==> src/hw/sfp_pkg.sv <==
package sfp_pkg;
  localparam int ADDR_W     = 24;
  localparam int PAGE_W     = 8;
  localparam int SECTOR_LSB = 16;
  localparam int CNT_W      = 5;
  localparam int SYNC_W     = 6;

  localparam logic [CNT_W-1:0]  ADDR_BITS = 5'h18;
  localparam logic [CNT_W-1:0]  BYTE_BITS = 5'h08;
  localparam logic [CNT_W-1:0]  CNT_ZERO  = 5'h00;
  localparam logic [SYNC_W-1:0] SYNC_RST  = 6'h10;
  localparam logic [PAGE_W-1:0] PAGE_LAST = 8'hFF;

  localparam logic [7:0] OP_READ  = 8'h03;
  localparam logic [7:0] OP_FAST  = 8'h0B;
  localparam logic [7:0] OP_DOFR  = 8'h3B;
  localparam logic [7:0] OP_DIOFR = 8'hBB;
  localparam logic [7:0] OP_QOFR  = 8'h6B;
  localparam logic [7:0] OP_QIOFR = 8'hEB;
  localparam logic [7:0] OP_WREN  = 8'h06;

  localparam logic [1:0] PROTO_EXT  = 2'h0;
  localparam logic [1:0] PROTO_DUAL = 2'h1;
  localparam logic [1:0] PROTO_QUAD = 2'h2;

  localparam logic [2:0] LANE_1 = 3'h1;
  localparam logic [2:0] LANE_2 = 3'h2;
  localparam logic [2:0] LANE_4 = 3'h4;

  localparam logic [3:0] OE_NONE   = 4'h0;
  localparam logic [3:0] OE_SINGLE = 4'h2;
  localparam logic [3:0] OE_DUAL   = 4'h3;
  localparam logic [3:0] OE_QUAD   = 4'hF;

  localparam int FSR_READY     = 7;
  localparam int FSR_PROG_FAIL = 4;
  localparam int FSR_PROG_SUSP = 2;
  localparam int FSR_PROT      = 1;

  localparam int CLK_PERIOD_NS          = 5;
  localparam int PAGE_PROGRAM_TIME_NS   = 5000000;
  localparam int PROG_TIMEOUT_CYCLES    =
    PAGE_PROGRAM_TIME_NS / CLK_PERIOD_NS;

  typedef enum logic [2:0] {
    ST_CMD, ST_ADDR, ST_DUMMY, ST_RDATA, ST_WDATA, ST_DONE8, ST_IGNORE
  } sfp_state_t;

  typedef enum logic [1:0] {PG_IDLE, PG_LOAD, PG_WRITE} sfp_pstate_t;
endpackage : sfp_pkg

==> src/hw/sfp_link_sync.sv <==
`timescale 1ns/10ps
module sfp_link_sync (
  input  wire logic       core_clk,
  input  wire logic       rstn,
  input  wire logic       sclkPin,
  input  wire logic       csNPin,
  input  wire logic [3:0] dqPin,
  output logic            sclkRise,
  output logic            sclkFall,
  output logic            csNS,
  output logic            csRise,
  output logic [3:0]      dqS
);
  import sfp_pkg::*;

  logic [SYNC_W-1:0] meta_reg;
  logic [SYNC_W-1:0] sync_reg;
  logic [1:0]        prev_reg;

  // Edges are found on the second stage only, never on the first.
  always_ff @(posedge core_clk or negedge rstn) begin
    if (!rstn) begin
      meta_reg <= SYNC_RST;
      sync_reg <= SYNC_RST;
      prev_reg <= SYNC_RST[SYNC_W-1:SYNC_W-2];
    end else begin
      meta_reg <= {sclkPin, csNPin, dqPin};
      sync_reg <= meta_reg;
      prev_reg <= sync_reg[SYNC_W-1:SYNC_W-2];
    end
  end

  assign sclkRise = sync_reg[5] & ~prev_reg[1];
  assign sclkFall = ~sync_reg[5] & prev_reg[1];
  assign csNS     = sync_reg[4];
  assign csRise   = sync_reg[4] & ~prev_reg[0];
  assign dqS      = sync_reg[3:0];
endmodule : sfp_link_sync

==> src/hw/sfp_page_buf.sv <==
`timescale 1ns/10ps
module sfp_page_buf (
  input  wire logic                      core_clk,
  input  wire logic                      rstn,
  input  wire logic                      clr,
  input  wire logic                      wrEn,
  input  wire logic [sfp_pkg::PAGE_W-1:0] wrIdx,
  input  wire logic [7:0]                wrData,
  input  wire logic [sfp_pkg::PAGE_W-1:0] rdIdx,
  output logic [7:0]                     rdData,
  output logic                           rdValid
);
  import sfp_pkg::*;

  logic [7:0]             mem [2**PAGE_W];
  logic [2**PAGE_W-1:0]   valid_reg;

  // A later byte to the same slot overwrites the earlier one, so only
  // the last page-worth of bytes survives.
  always_ff @(posedge core_clk) begin
    if (wrEn) begin
      mem[wrIdx] <= wrData;
    end
    rdData <= mem[rdIdx];
  end

  always_ff @(posedge core_clk or negedge rstn) begin
    if (!rstn) begin
      valid_reg <= '0;
      rdValid   <= 1'b0;
    end else begin
      if (clr) begin
        valid_reg <= '0;
      end else if (wrEn) begin
        valid_reg[wrIdx] <= 1'b1;
      end
      rdValid <= valid_reg[rdIdx];
    end
  end
endmodule : sfp_page_buf

==> src/hw/sfp_flash_seq.sv <==
`timescale 1ns/10ps
// Functional notes
// All read and program addresses are 24 bits wide.
// Read frame is chip select low, opcode, three address bytes.
// Read address increments after every byte shifted out.
// Chip select high aborts a read and releases data lanes.
// Read opcodes 03, 0B, 3B, BB, 6B and EB are decoded.
// Extended protocol lane use follows each read opcode.
// Dual and quad protocols accept their subset, all phases wide.
// Fast reads insert dummy clocks between address and data.
// Host sets write enable first and ends on a byte boundary.
// Program frame is opcode, address, then one or more bytes.
// Programming starts on chip select rise after a good frame.
// Bytes past page end wrap to the start of the same page.
// Over-long bursts keep only the last page of bytes.
// Short bursts program only the addressed bytes.
// Write in progress is high while programming runs.
// Write enable latch clears when programming ends.
// Suspend pauses programming and resume continues it.
// Timeout clears write enable and sets program fail.
// Bad frame end executes nothing and keeps write enable.
// Protected target: no program, flag bits one and four set.
// Program lane use follows each program opcode.
// Program forms are accepted per protocol subset.
// Write enable opcode 06 stands alone in its frame.
// Page is 256 bytes, low eight address bits index it.
// Bits go most significant first, top lane carries the MSB.
module sfp_flash_seq #(
  parameter logic [7:0]  OP_PAGE_PROG  = 8'h02,
  parameter logic [7:0]  OP_DUAL_PROG  = 8'hA2,
  parameter logic [7:0]  OP_XDUAL_PROG = 8'hD2,
  parameter logic [7:0]  OP_QUAD_PROG  = 8'h32,
  parameter logic [7:0]  OP_XQUAD_PROG = 8'h12,
  parameter logic [7:0]  OP_SUSPEND    = 8'h75,
  parameter logic [7:0]  OP_RESUME     = 8'h7A,
  parameter int unsigned PROG_TIMEOUT  = sfp_pkg::PROG_TIMEOUT_CYCLES
) (
  input  wire logic                       core_clk,
  input  wire logic                       rstn,
  input  wire logic                       sclkPin,
  input  wire logic                       csNPin,
  input  wire logic [3:0]                 dqIn,
  output logic [3:0]                      dqOut,
  output logic [3:0]                      dqOe,
  input  wire logic [1:0]                 protocolSel,
  input  wire logic [3:0]                 dummyCycles,
  input  wire logic [255:0]               sectorLock,
  input  wire logic                       clearFlags,
  output logic                            writeInProgress,
  output logic                            writeEnableLatch,
  output logic [7:0]                      flagStatus,
  output logic [sfp_pkg::ADDR_W-1:0]      memRdAddr,
  input  wire logic [7:0]                 memRdData,
  output logic                            memWrEn,
  output logic [sfp_pkg::ADDR_W-1:0]      memWrAddr,
  output logic [7:0]                      memWrData,
  input  wire logic                       memWrReady
);
  import sfp_pkg::*;

  logic              sclkRise, sclkFall, csNS, csRise;
  logic [3:0]        dqS;
  sfp_state_t        state_reg;
  logic [ADDR_W-1:0] inSh_reg, addr_reg, shNext;
  logic [ADDR_W-1:0] cmdSh;
  logic [7:0]        op_reg, decOp, outSh_reg, outShNext, bufData;
  logic [CNT_W-1:0]  cnt_reg, outCnt_reg;
  logic              gotByte_reg, wel_reg, fail_reg, prot_reg, susp_reg;
  logic [3:0]        dqOut_reg, dqOe_reg;
  sfp_pstate_t       pst_reg;
  logic [PAGE_W-1:0] idx_reg;
  logic [ADDR_W-PAGE_W-1:0] page_reg;
  logic [31:0]       timer_reg;
  logic [2:0]        pw, aw, dw, curW;
  logic              isRead, isProg, isFast, opOk, ctlOp, lastBits;
  logic              wip, busyRun, bufWr, bufClr, bufValid, locked;
  logic              goodEnd, progStart, protHit, welSet, suspCmd;
  logic              resumeCmd, advance, progDone, timeoutNow;

  function automatic logic [ADDR_W-1:0] shiftIn(
    input logic [ADDR_W-1:0] v, input logic [3:0] d, input logic [2:0] w);
    unique case (w)
      LANE_2:  shiftIn = {v[ADDR_W-3:0], d[1:0]};
      LANE_4:  shiftIn = {v[ADDR_W-5:0], d};
      default: shiftIn = {v[ADDR_W-2:0], d[0]};
    endcase
  endfunction : shiftIn

  // Single-lane data leaves on lane 1, dual data on lanes 0 and 1, quad data on all four.
  function automatic logic [3:0] laneMap(
    input logic [7:0] v, input logic [2:0] w);
    unique case (w)
      LANE_2:  laneMap = {2'h0, v[7:6]};
      LANE_4:  laneMap = v[7:4];
      default: laneMap = {2'h0, v[7], 1'b0};
    endcase
  endfunction : laneMap

  sfp_link_sync uSync (
    .core_clk (core_clk),
    .rstn     (rstn),
    .sclkPin  (sclkPin),
    .csNPin   (csNPin),
    .dqPin    (dqIn),
    .sclkRise (sclkRise),
    .sclkFall (sclkFall),
    .csNS     (csNS),
    .csRise   (csRise),
    .dqS      (dqS)
  );

  ////////////////////////////////////////////////////////////////////////
  // Opcode decode; during the opcode phase it looks at the byte being
  // completed so the next phase is chosen on the same edge.
  always_comb begin
    unique case (protocolSel)
      PROTO_DUAL: pw = LANE_2;
      PROTO_QUAD: pw = LANE_4;
      default:    pw = LANE_1;
    endcase
    // The opcode view uses the command width directly, which keeps the
    // decode free of a loop through the lane width that it selects.
    cmdSh  = shiftIn(inSh_reg, dqS, pw);
    decOp  = (state_reg == ST_CMD) ? cmdSh[7:0] : op_reg;
    isRead = 1'b0;
    isProg = 1'b0;
    isFast = 1'b1;
    opOk   = 1'b0;
    aw     = LANE_1;
    dw     = LANE_1;
    case (decOp)
      OP_READ:  begin isRead = 1'b1; isFast = 1'b0; opOk = pw == LANE_1; end
      OP_FAST:  begin isRead = 1'b1; opOk = 1'b1; end
      OP_DOFR:  begin isRead = 1'b1; dw = LANE_2; opOk = pw != LANE_4; end
      OP_DIOFR: begin
        isRead = 1'b1; aw = LANE_2; dw = LANE_2; opOk = pw != LANE_4;
      end
      OP_QOFR:  begin isRead = 1'b1; dw = LANE_4; opOk = pw != LANE_2; end
      OP_QIOFR: begin
        isRead = 1'b1; aw = LANE_4; dw = LANE_4; opOk = pw != LANE_2;
      end
      OP_PAGE_PROG:  begin isProg = 1'b1; opOk = 1'b1; end
      OP_DUAL_PROG:  begin isProg = 1'b1; dw = LANE_2; opOk = pw != LANE_4; end
      OP_XDUAL_PROG: begin
        isProg = 1'b1; aw = LANE_2; dw = LANE_2; opOk = pw != LANE_4;
      end
      OP_QUAD_PROG:  begin isProg = 1'b1; dw = LANE_4; opOk = pw != LANE_2; end
      OP_XQUAD_PROG: begin
        isProg = 1'b1; aw = LANE_4; dw = LANE_4; opOk = pw != LANE_2;
      end
      default: ;
    endcase
    if (pw != LANE_1) begin
      aw = pw;
      dw = pw;
    end
    unique case (state_reg)
      ST_CMD:   curW = pw;
      ST_ADDR:  curW = aw;
      ST_DUMMY: curW = LANE_1;
      default:  curW = dw;
    endcase
  end

  assign wip      = pst_reg != PG_IDLE;
  assign busyRun  = wip & ~susp_reg;
  assign ctlOp    = (decOp == OP_WREN && !wip) ||
                    (decOp == OP_SUSPEND && busyRun) ||
                    (decOp == OP_RESUME && susp_reg);
  assign shNext   = shiftIn(inSh_reg, dqS, curW);
  assign lastBits = cnt_reg == {2'h0, curW};

  ////////////////////////////////////////////////////////////////////////
  // Frame sequencer on synchronised serial clock edges.
  always_ff @(posedge core_clk or negedge rstn) begin
    if (!rstn) begin
      state_reg   <= ST_CMD;
      cnt_reg     <= BYTE_BITS;
      inSh_reg    <= '0;
      op_reg      <= '0;
      addr_reg    <= '0;
      gotByte_reg <= 1'b0;
    end else if (csNS) begin
      state_reg   <= ST_CMD;
      cnt_reg     <= BYTE_BITS;
      gotByte_reg <= 1'b0;
    end else if (sclkRise) begin
      inSh_reg <= shNext;
      cnt_reg  <= cnt_reg - {2'h0, curW};
      unique case (state_reg)
        ST_CMD: if (lastBits) begin
          op_reg  <= shNext[7:0];
          cnt_reg <= ADDR_BITS;
          if (opOk && ((isRead && !busyRun) || (isProg && !wip)))
            state_reg <= ST_ADDR;
          else if (ctlOp)
            state_reg <= ST_DONE8;
          else
            state_reg <= ST_IGNORE;
        end
        ST_ADDR: if (lastBits) begin
          addr_reg <= shNext;
          if (isProg) begin
            state_reg <= ST_WDATA;
            cnt_reg   <= BYTE_BITS;
          end else if (isFast && dummyCycles != 4'h0) begin
            state_reg <= ST_DUMMY;
            cnt_reg   <= {1'b0, dummyCycles};
          end else begin
            state_reg <= ST_RDATA;
          end
        end
        ST_DUMMY: if (lastBits) state_reg <= ST_RDATA;
        ST_WDATA: if (lastBits) begin
          // Only the byte index moves, so the page never changes.
          addr_reg[PAGE_W-1:0] <= addr_reg[PAGE_W-1:0] + 8'h01;
          cnt_reg     <= BYTE_BITS;
          gotByte_reg <= 1'b1;
        end
        ST_DONE8: state_reg <= ST_IGNORE;
        ST_RDATA, ST_IGNORE: ;
      endcase
    end else if (sclkFall && state_reg == ST_RDATA &&
                 outCnt_reg == CNT_ZERO) begin
      addr_reg <= addr_reg + 24'h000001;
    end
  end

  ////////////////////////////////////////////////////////////////////////
  // Read data out: a new byte is fetched on the falling edge after the
  // last group of the previous one. The memory must answer within the
  // few core cycles that separate an address change from that edge.
  assign outShNext = (outCnt_reg == CNT_ZERO) ? memRdData
                                              : outSh_reg << dw;

  always_ff @(posedge core_clk or negedge rstn) begin
    if (!rstn) begin
      outSh_reg  <= '0;
      outCnt_reg <= CNT_ZERO;
      dqOut_reg  <= '0;
      dqOe_reg   <= OE_NONE;
    end else if (csNS || state_reg != ST_RDATA) begin
      outCnt_reg <= CNT_ZERO;
      dqOe_reg   <= OE_NONE;
    end else if (sclkFall) begin
      outSh_reg <= outShNext;
      dqOut_reg <= laneMap(outShNext, dw);
      if (outCnt_reg == CNT_ZERO) begin
        outCnt_reg <= BYTE_BITS - {2'h0, dw};
        dqOe_reg   <= (dw == LANE_1) ? OE_SINGLE :
                      (dw == LANE_2) ? OE_DUAL : OE_QUAD;
      end else begin
        outCnt_reg <= outCnt_reg - {2'h0, dw};
      end
    end
  end

  ////////////////////////////////////////////////////////////////////////
  // Frame-end decisions, taken on the chip select rise; page buffer strobes, taken on serial clock rises.
  assign goodEnd   = state_reg == ST_WDATA && cnt_reg == BYTE_BITS &&
                     gotByte_reg;
  assign locked    = sectorLock[addr_reg[ADDR_W-1:SECTOR_LSB]];
  assign progStart = csRise && goodEnd && wel_reg && !locked;
  assign protHit   = csRise && goodEnd && wel_reg && locked;
  assign welSet    = csRise && state_reg == ST_DONE8 && op_reg == OP_WREN;
  assign suspCmd   = csRise && state_reg == ST_DONE8 &&
                     op_reg == OP_SUSPEND && busyRun;
  assign resumeCmd = csRise && state_reg == ST_DONE8 &&
                     op_reg == OP_RESUME && susp_reg;
  assign bufWr  = !csNS && sclkRise && state_reg == ST_WDATA && lastBits;
  assign bufClr = !csNS && sclkRise && state_reg == ST_ADDR && lastBits &&
                  isProg;

  sfp_page_buf uBuf (
    .core_clk (core_clk),
    .rstn     (rstn),
    .clr      (bufClr),
    .wrEn     (bufWr),
    .wrIdx    (addr_reg[PAGE_W-1:0]),
    .wrData   (shNext[7:0]),
    .rdIdx    (idx_reg),
    .rdData   (bufData),
    .rdValid  (bufValid)
  );

  ////////////////////////////////////////////////////////////////////////
  // Self-timed program engine: walks the page and writes only slots
  // that were loaded, so untouched bytes keep their contents.
  assign advance    = pst_reg == PG_WRITE && !susp_reg &&
                      (!bufValid || memWrReady);
  assign progDone   = advance && idx_reg == PAGE_LAST;
  assign timeoutNow = busyRun && timer_reg == 32'(PROG_TIMEOUT - 1);
  assign memWrEn    = pst_reg == PG_WRITE && !susp_reg && bufValid;
  assign memWrAddr  = {page_reg, idx_reg};
  assign memWrData  = bufData;

  always_ff @(posedge core_clk or negedge rstn) begin
    if (!rstn) begin
      pst_reg   <= PG_IDLE;
      idx_reg   <= '0;
      page_reg  <= '0;
      timer_reg <= '0;
    end else begin
      if (busyRun) timer_reg <= timer_reg + 32'h00000001;
      unique case (pst_reg)
        PG_IDLE: if (progStart) begin
          pst_reg   <= PG_LOAD;
          idx_reg   <= '0;
          page_reg  <= addr_reg[ADDR_W-1:PAGE_W];
          timer_reg <= '0;
        end
        PG_LOAD: if (!susp_reg) pst_reg <= PG_WRITE;
        PG_WRITE: if (advance) begin
          pst_reg <= progDone ? PG_IDLE : PG_LOAD;
          idx_reg <= idx_reg + 8'h01;
        end
      endcase
      if (timeoutNow) pst_reg <= PG_IDLE;
    end
  end

  ////////////////////////////////////////////////////////////////////////
  // Status bits. Hardware sets win over a clear in the same cycle, except the write enable latch, where the clear wins.
  always_ff @(posedge core_clk or negedge rstn) begin
    if (!rstn) begin
      wel_reg  <= 1'b0;
      fail_reg <= 1'b0;
      prot_reg <= 1'b0;
      susp_reg <= 1'b0;
    end else begin
      if (progDone || timeoutNow) wel_reg <= 1'b0;
      else if (welSet) wel_reg <= 1'b1;
      if (timeoutNow || protHit) fail_reg <= 1'b1;
      else if (clearFlags) fail_reg <= 1'b0;
      if (protHit) prot_reg <= 1'b1;
      else if (clearFlags) prot_reg <= 1'b0;
      if (suspCmd) susp_reg <= 1'b1;
      else if (resumeCmd || progDone || timeoutNow) susp_reg <= 1'b0;
    end
  end

  always_comb begin
    flagStatus                = '0;
    flagStatus[FSR_READY]     = !wip || susp_reg;
    flagStatus[FSR_PROG_FAIL] = fail_reg;
    flagStatus[FSR_PROG_SUSP] = susp_reg;
    flagStatus[FSR_PROT]      = prot_reg;
  end

  assign writeInProgress  = wip;
  assign writeEnableLatch = wel_reg;
  assign memRdAddr        = addr_reg;
  assign dqOut            = dqOut_reg;
  assign dqOe             = dqOe_reg;
endmodule : sfp_flash_seq

==> config.mk <==
export PLATFORM = sky130hd
export DESIGN_NAME = sfp_flash_seq
export DESIGN_NICKNAME = d
export VERILOG_FILES = /design/src/hw/sfp_pkg.sv /design/src/hw/sfp_link_sync.sv /design/src/hw/sfp_page_buf.sv /design/src/hw/sfp_flash_seq.sv
export SDC_FILE = /design/constraint.sdc
export NUM_CORES = 2
export LEC_CHECK = 0
export BUFFER_PORTS_ARGS = -buffer_cell sky130_fd_sc_hd__buf_4
export CAP_MARGIN = 20
export CORE_ASPECT_RATIO = 0.7
export CORE_UTILIZATION = 45
export CTS_CLUSTER_DIAMETER = 80
export DETAILED_ROUTE_END_ITERATION = 7
export PLACE_DENSITY = 0.6
export SYNTH_ARGS = -nofsm -noshare
export SYNTH_HDL_FRONTEND = slang
export SYNTH_HIERARCHICAL = 1
export SYNTH_SLANG_ARGS = --single-unit
==> constraint.sdc <==
create_clock -name core_clk -period 11.6 [get_ports core_clk]
set_clock_uncertainty 0.2 [all_clocks]
set_input_delay 0 -clock core_clk [delete_from_list [all_inputs] [get_ports core_clk]]
set_output_delay 0 -clock core_clk [all_outputs]
set_load 0.05 [all_outputs]
==> results.yml <==
routing:
  vias: 58300
  post_drt_wl_per_cell_um: 30.1
  viasPerCell: 6.20
  drt-total-wl_mm: 283
  ant_nets: 0
  first_pass_iters: 7
  first_iter_violations: 7966
  drc_errors: 0
logic_synthesis:
  synth-edff-count: 2048
  synth_area_per_cell_um2: 17.4
  synth_compound_area_share_pct: 5.73
  synth_warnings: 6
  yosys_register_bits: 2473
  synth.mux.area_fraction_pct: 14.8
  synth_xor_area_share_pct: 0.337
  synth_ff_type: "edfxtp_1"
  synth_top_family_by_area: "multiplexers"
  synthDistinctLibCells: 97
  synth_fa_ha_area_share_pct: 0.237
  synth_area_mm2: 0.101
  postSynthCellCount: 5817
  seq_area_frac_synth_pct: 71.1
  ys_async_sr_fraction_pct: 16.9
  synth-simple-area-share_pct: 5.57
die:
  pin_count: 355
  design.core.area_mm2: 0.224
  fp.dieH_um: 399
  start_util_pct: 45.4
  rows: 145
  dieArea_mm2: 0.227
  die_w_um: 569
sta:
  rsz0062_at_grt: "no"
  fin_crit_sh_pct: 70.1
  tightestPinTransition_ns: 1.42
  drv_slew: 0
  hold_viol_final: 0
  relSlewSlack_pct: 5.35
  setup_tns_ns: 0
  fmaxAchievable_mhz: 123
  setup_viol: 0
  min_period_ns: 8.14
cells_and_area:
  nNetsFinal: 6494
  fillers: 18000
  largest_register_ffs: 2048
  final_layout_size_suffix_gt1_share_pct: 24.0
  final_util_pct: 51.5
  antennaDiodeCount: 0
  area_growth_pct: 13.6
clock_tree:
  cts_resized: 0
  cts.path.max_buffers: 4
  clk_pin_slew_ns: 0.06
  h-tree-depth: 4
  clock_latency_ns: 0.88
  cts_setup_buffers: 0
  clock_sinks: 2473
  cts_root_buf: "clkbuf_16"
  cts_tree: "yes"
  cts_hold_buf: 51
  numCtsBuffers: 237
grt:
  grt_pass1_vias: 56600
  grt_pass1_wl_mm: 411
  antenna_found_initial: 16
  grt_max_degree: 159
  grt_util_all_layers_pct: 24.9
  overflow: 0
hold_path:
  worstHoldPathType: "in -> reg"
  hp-start: "dqIn[3]"
  min_to: "uSync/meta_reg[3]"
  min_path_cells: 3
setup_path:
  crit_path_start: "state_reg[2]"
  ff2ff_path_depth: 18
  reg2reg_slack_ns: 3.46
  crit_type: "reg -> reg"
  cp_max_fo: 24
  worstPathRequired_ns: 11.88
  rr_endpoint: "uBuf/mem[48][2]"
  reg2reg_from: "state_reg[2]"
  start_kind: "register"
  worstSetupEndpointType: "register"
  crit_arrival_ns: 8.42
status:
  status: "completed"
place:
  io_buffers: 350
  gp_congestion: 0.914
  hpwl_mm: 176
run:
  cap_violations: 0
power:
  cellPowerDensity_mw_per_mm2: 220
  peakVddDrop_v: 0.000179
  p_leak_nw: 39.3
==> power by group <==
| group | switching, W | leakage [nW] | internal [W] |
|---|---|---|---|
| clock network | 0.00335 | 3.77 | 0.00446 |
| registers | 0.000274 | 24.2 | 0.0102 |
| logic | 0.00446 | 11.4 | 0.00260 |
| total | 0.00808 | 39.3 | 0.0173 |
==> per-stage QoR <==
stage | setup slack (ns) | total power (W) | hold slack, ns | area [um2] | cells
finish | 3.46 | 0.0254 | 0.113 | 115000 | 9406
global route | 3.05 | 0.0262 | 0.0971 | 115000 | 9406
CTS | 3.72 | 0.0254 | 0.0157 | 115000 | 9402
detailed placement | 3.76 | 0.0177 | -0.0968 | 107000 | 8915
global placement | 4.03 | 0.0176 | -0.104 | 107000 | 8914
floorplan | 3.50 | 0.0154 | -0.496 | 101000 | 5820
==> worst max-delay path by stage <==
| stage | endpoint | slack [ns] | depth (start not counted) |
|---|---|---|---|
| after floorplan | uBuf/mem[0][7] | 3.50 | 9 |
| after global placement | uBuf/mem[128][5] | 4.03 | 19 |
| after detailed placement | uBuf/mem[48][3] | 3.76 | 18 |
| after CTS | uBuf/mem[128][4] | 3.72 | 18 |
| after global routing | uBuf/mem[200][5] | 3.05 | 17 |
| final | uBuf/mem[48][2] | 3.46 | 18 |
==> cells by family (layout without fill, tap and decap cells) <==
family / Yosys count / in the layout
AO/OA/AOI/OAI: 826 / 826
AND/OR/NAND/NOR: 1289 / 1289
XOR/XNOR: 39 / 39
flip-flops: 2473 / 2473
other: 1 / 4
adder cells (fa/ha/maj): 18 / 18
multiplexers: 763 / 763
buffers and inverters: 408 / 981
==> layout by cell type (no fill, tap or decap), drive strengths merged, types with 10 or more instances in the layout <==
cell         netlist  routed
mux2i            136     136
nor2b             37      37
nor2             832     832
bufinv             0      22
o21ba             30      30
a21o              21      21
o21ai            108     108
edfxtp          2048    2048
xnor2             12      12
nand2b            15      15
nor3b             11      11
nand3             57      57
dfrtp            413     413
o22ai             87      87
and3              23      23
a221oi            37      37
o221ai            65      65
nor3              49      49
a21oi            160     160
a22oi            171     171
inv               37      44
a22o              25      25
and2              10      10
mux4             585     585
clkinvlp           0      12
clkinv             1      61
nor4              38      38
ha                16      16
nand4             28      28
xor2              27      27
mux2              42      42
a31oi             11      11
buf              161     456
o31ai             19      19
or3               11      11
nand2            140     140
clkbuf           209     336
a211oi            21      21
dlygate4sd3        0      50
==> per-layer routing <==
metal / up-vias / global-route usage (%) / wire length [um]
met5: - / 0 / 93
met4: 14 / 5.14 / 5650
met1: 30800 / 39.5 / 126000
li1: 24000 / - / -
met2: 3138 / 34.7 / 120000
met3: 374 / 6.04 / 31600
==> Yosys cell counts, drive strengths merged (12+ instances only) <==
cell    count  area, um2
nor2      832       3130
a21oi     160        808
o31ai      19        166
clkbuf    209        786
mux2i     136       1360
dfrtp     413      10300
nor2b      37        231
ha         16        200
xor2       27        236
and3       23        144
inv        37        139
a211oi     21        158
a21o       21        158
o21ba      30        300
edfxtp   2048      61500
a22o       25        219
o22ai      87        551
o221ai     65        569
nor4       38        244
mux4      585      13200
nor3       49        260
a221oi     37        330
a22oi     171       1280
nand3      57        285
nand4      28        175
o21ai     108        544
mux2       42        473
buf       161       1280
xnor2      12        105
nand2b     15       93.8
nand2     140        526
==> final cells by class <==
class	instances	area (um2)	area share [%]
tap	3013	3770	3.28
clock buffer	335	6610	5.74
sequential	2473	72100	62.7
inverter	38	188	0.163
timing repair buffer	507	4120	3.58
multi-input combinational	2939	27200	23.6
clock inverter	101	1140	0.987
==> critical path, cell delays in order, from the launching register on <==
cell and delay (ns):
dfrtp_1 0.79, nor3_1 0.29, o21ai_0 0.92, nand4_1 0.47
o21ai_2 0.27, o21bai_4 0.14, inv_2 0.20, o22a_1 0.19
buf_4 0.29, inv_1 0.31, ha_1 0.45, nand2_1 0.09
nor3_1 0.51, nand2_1 0.22, nor2_1 0.14, buf_4 0.28
nand3_1 0.68, buf_4 0.52, nor2_1 0.71
(Power assumes the default switching activity.)
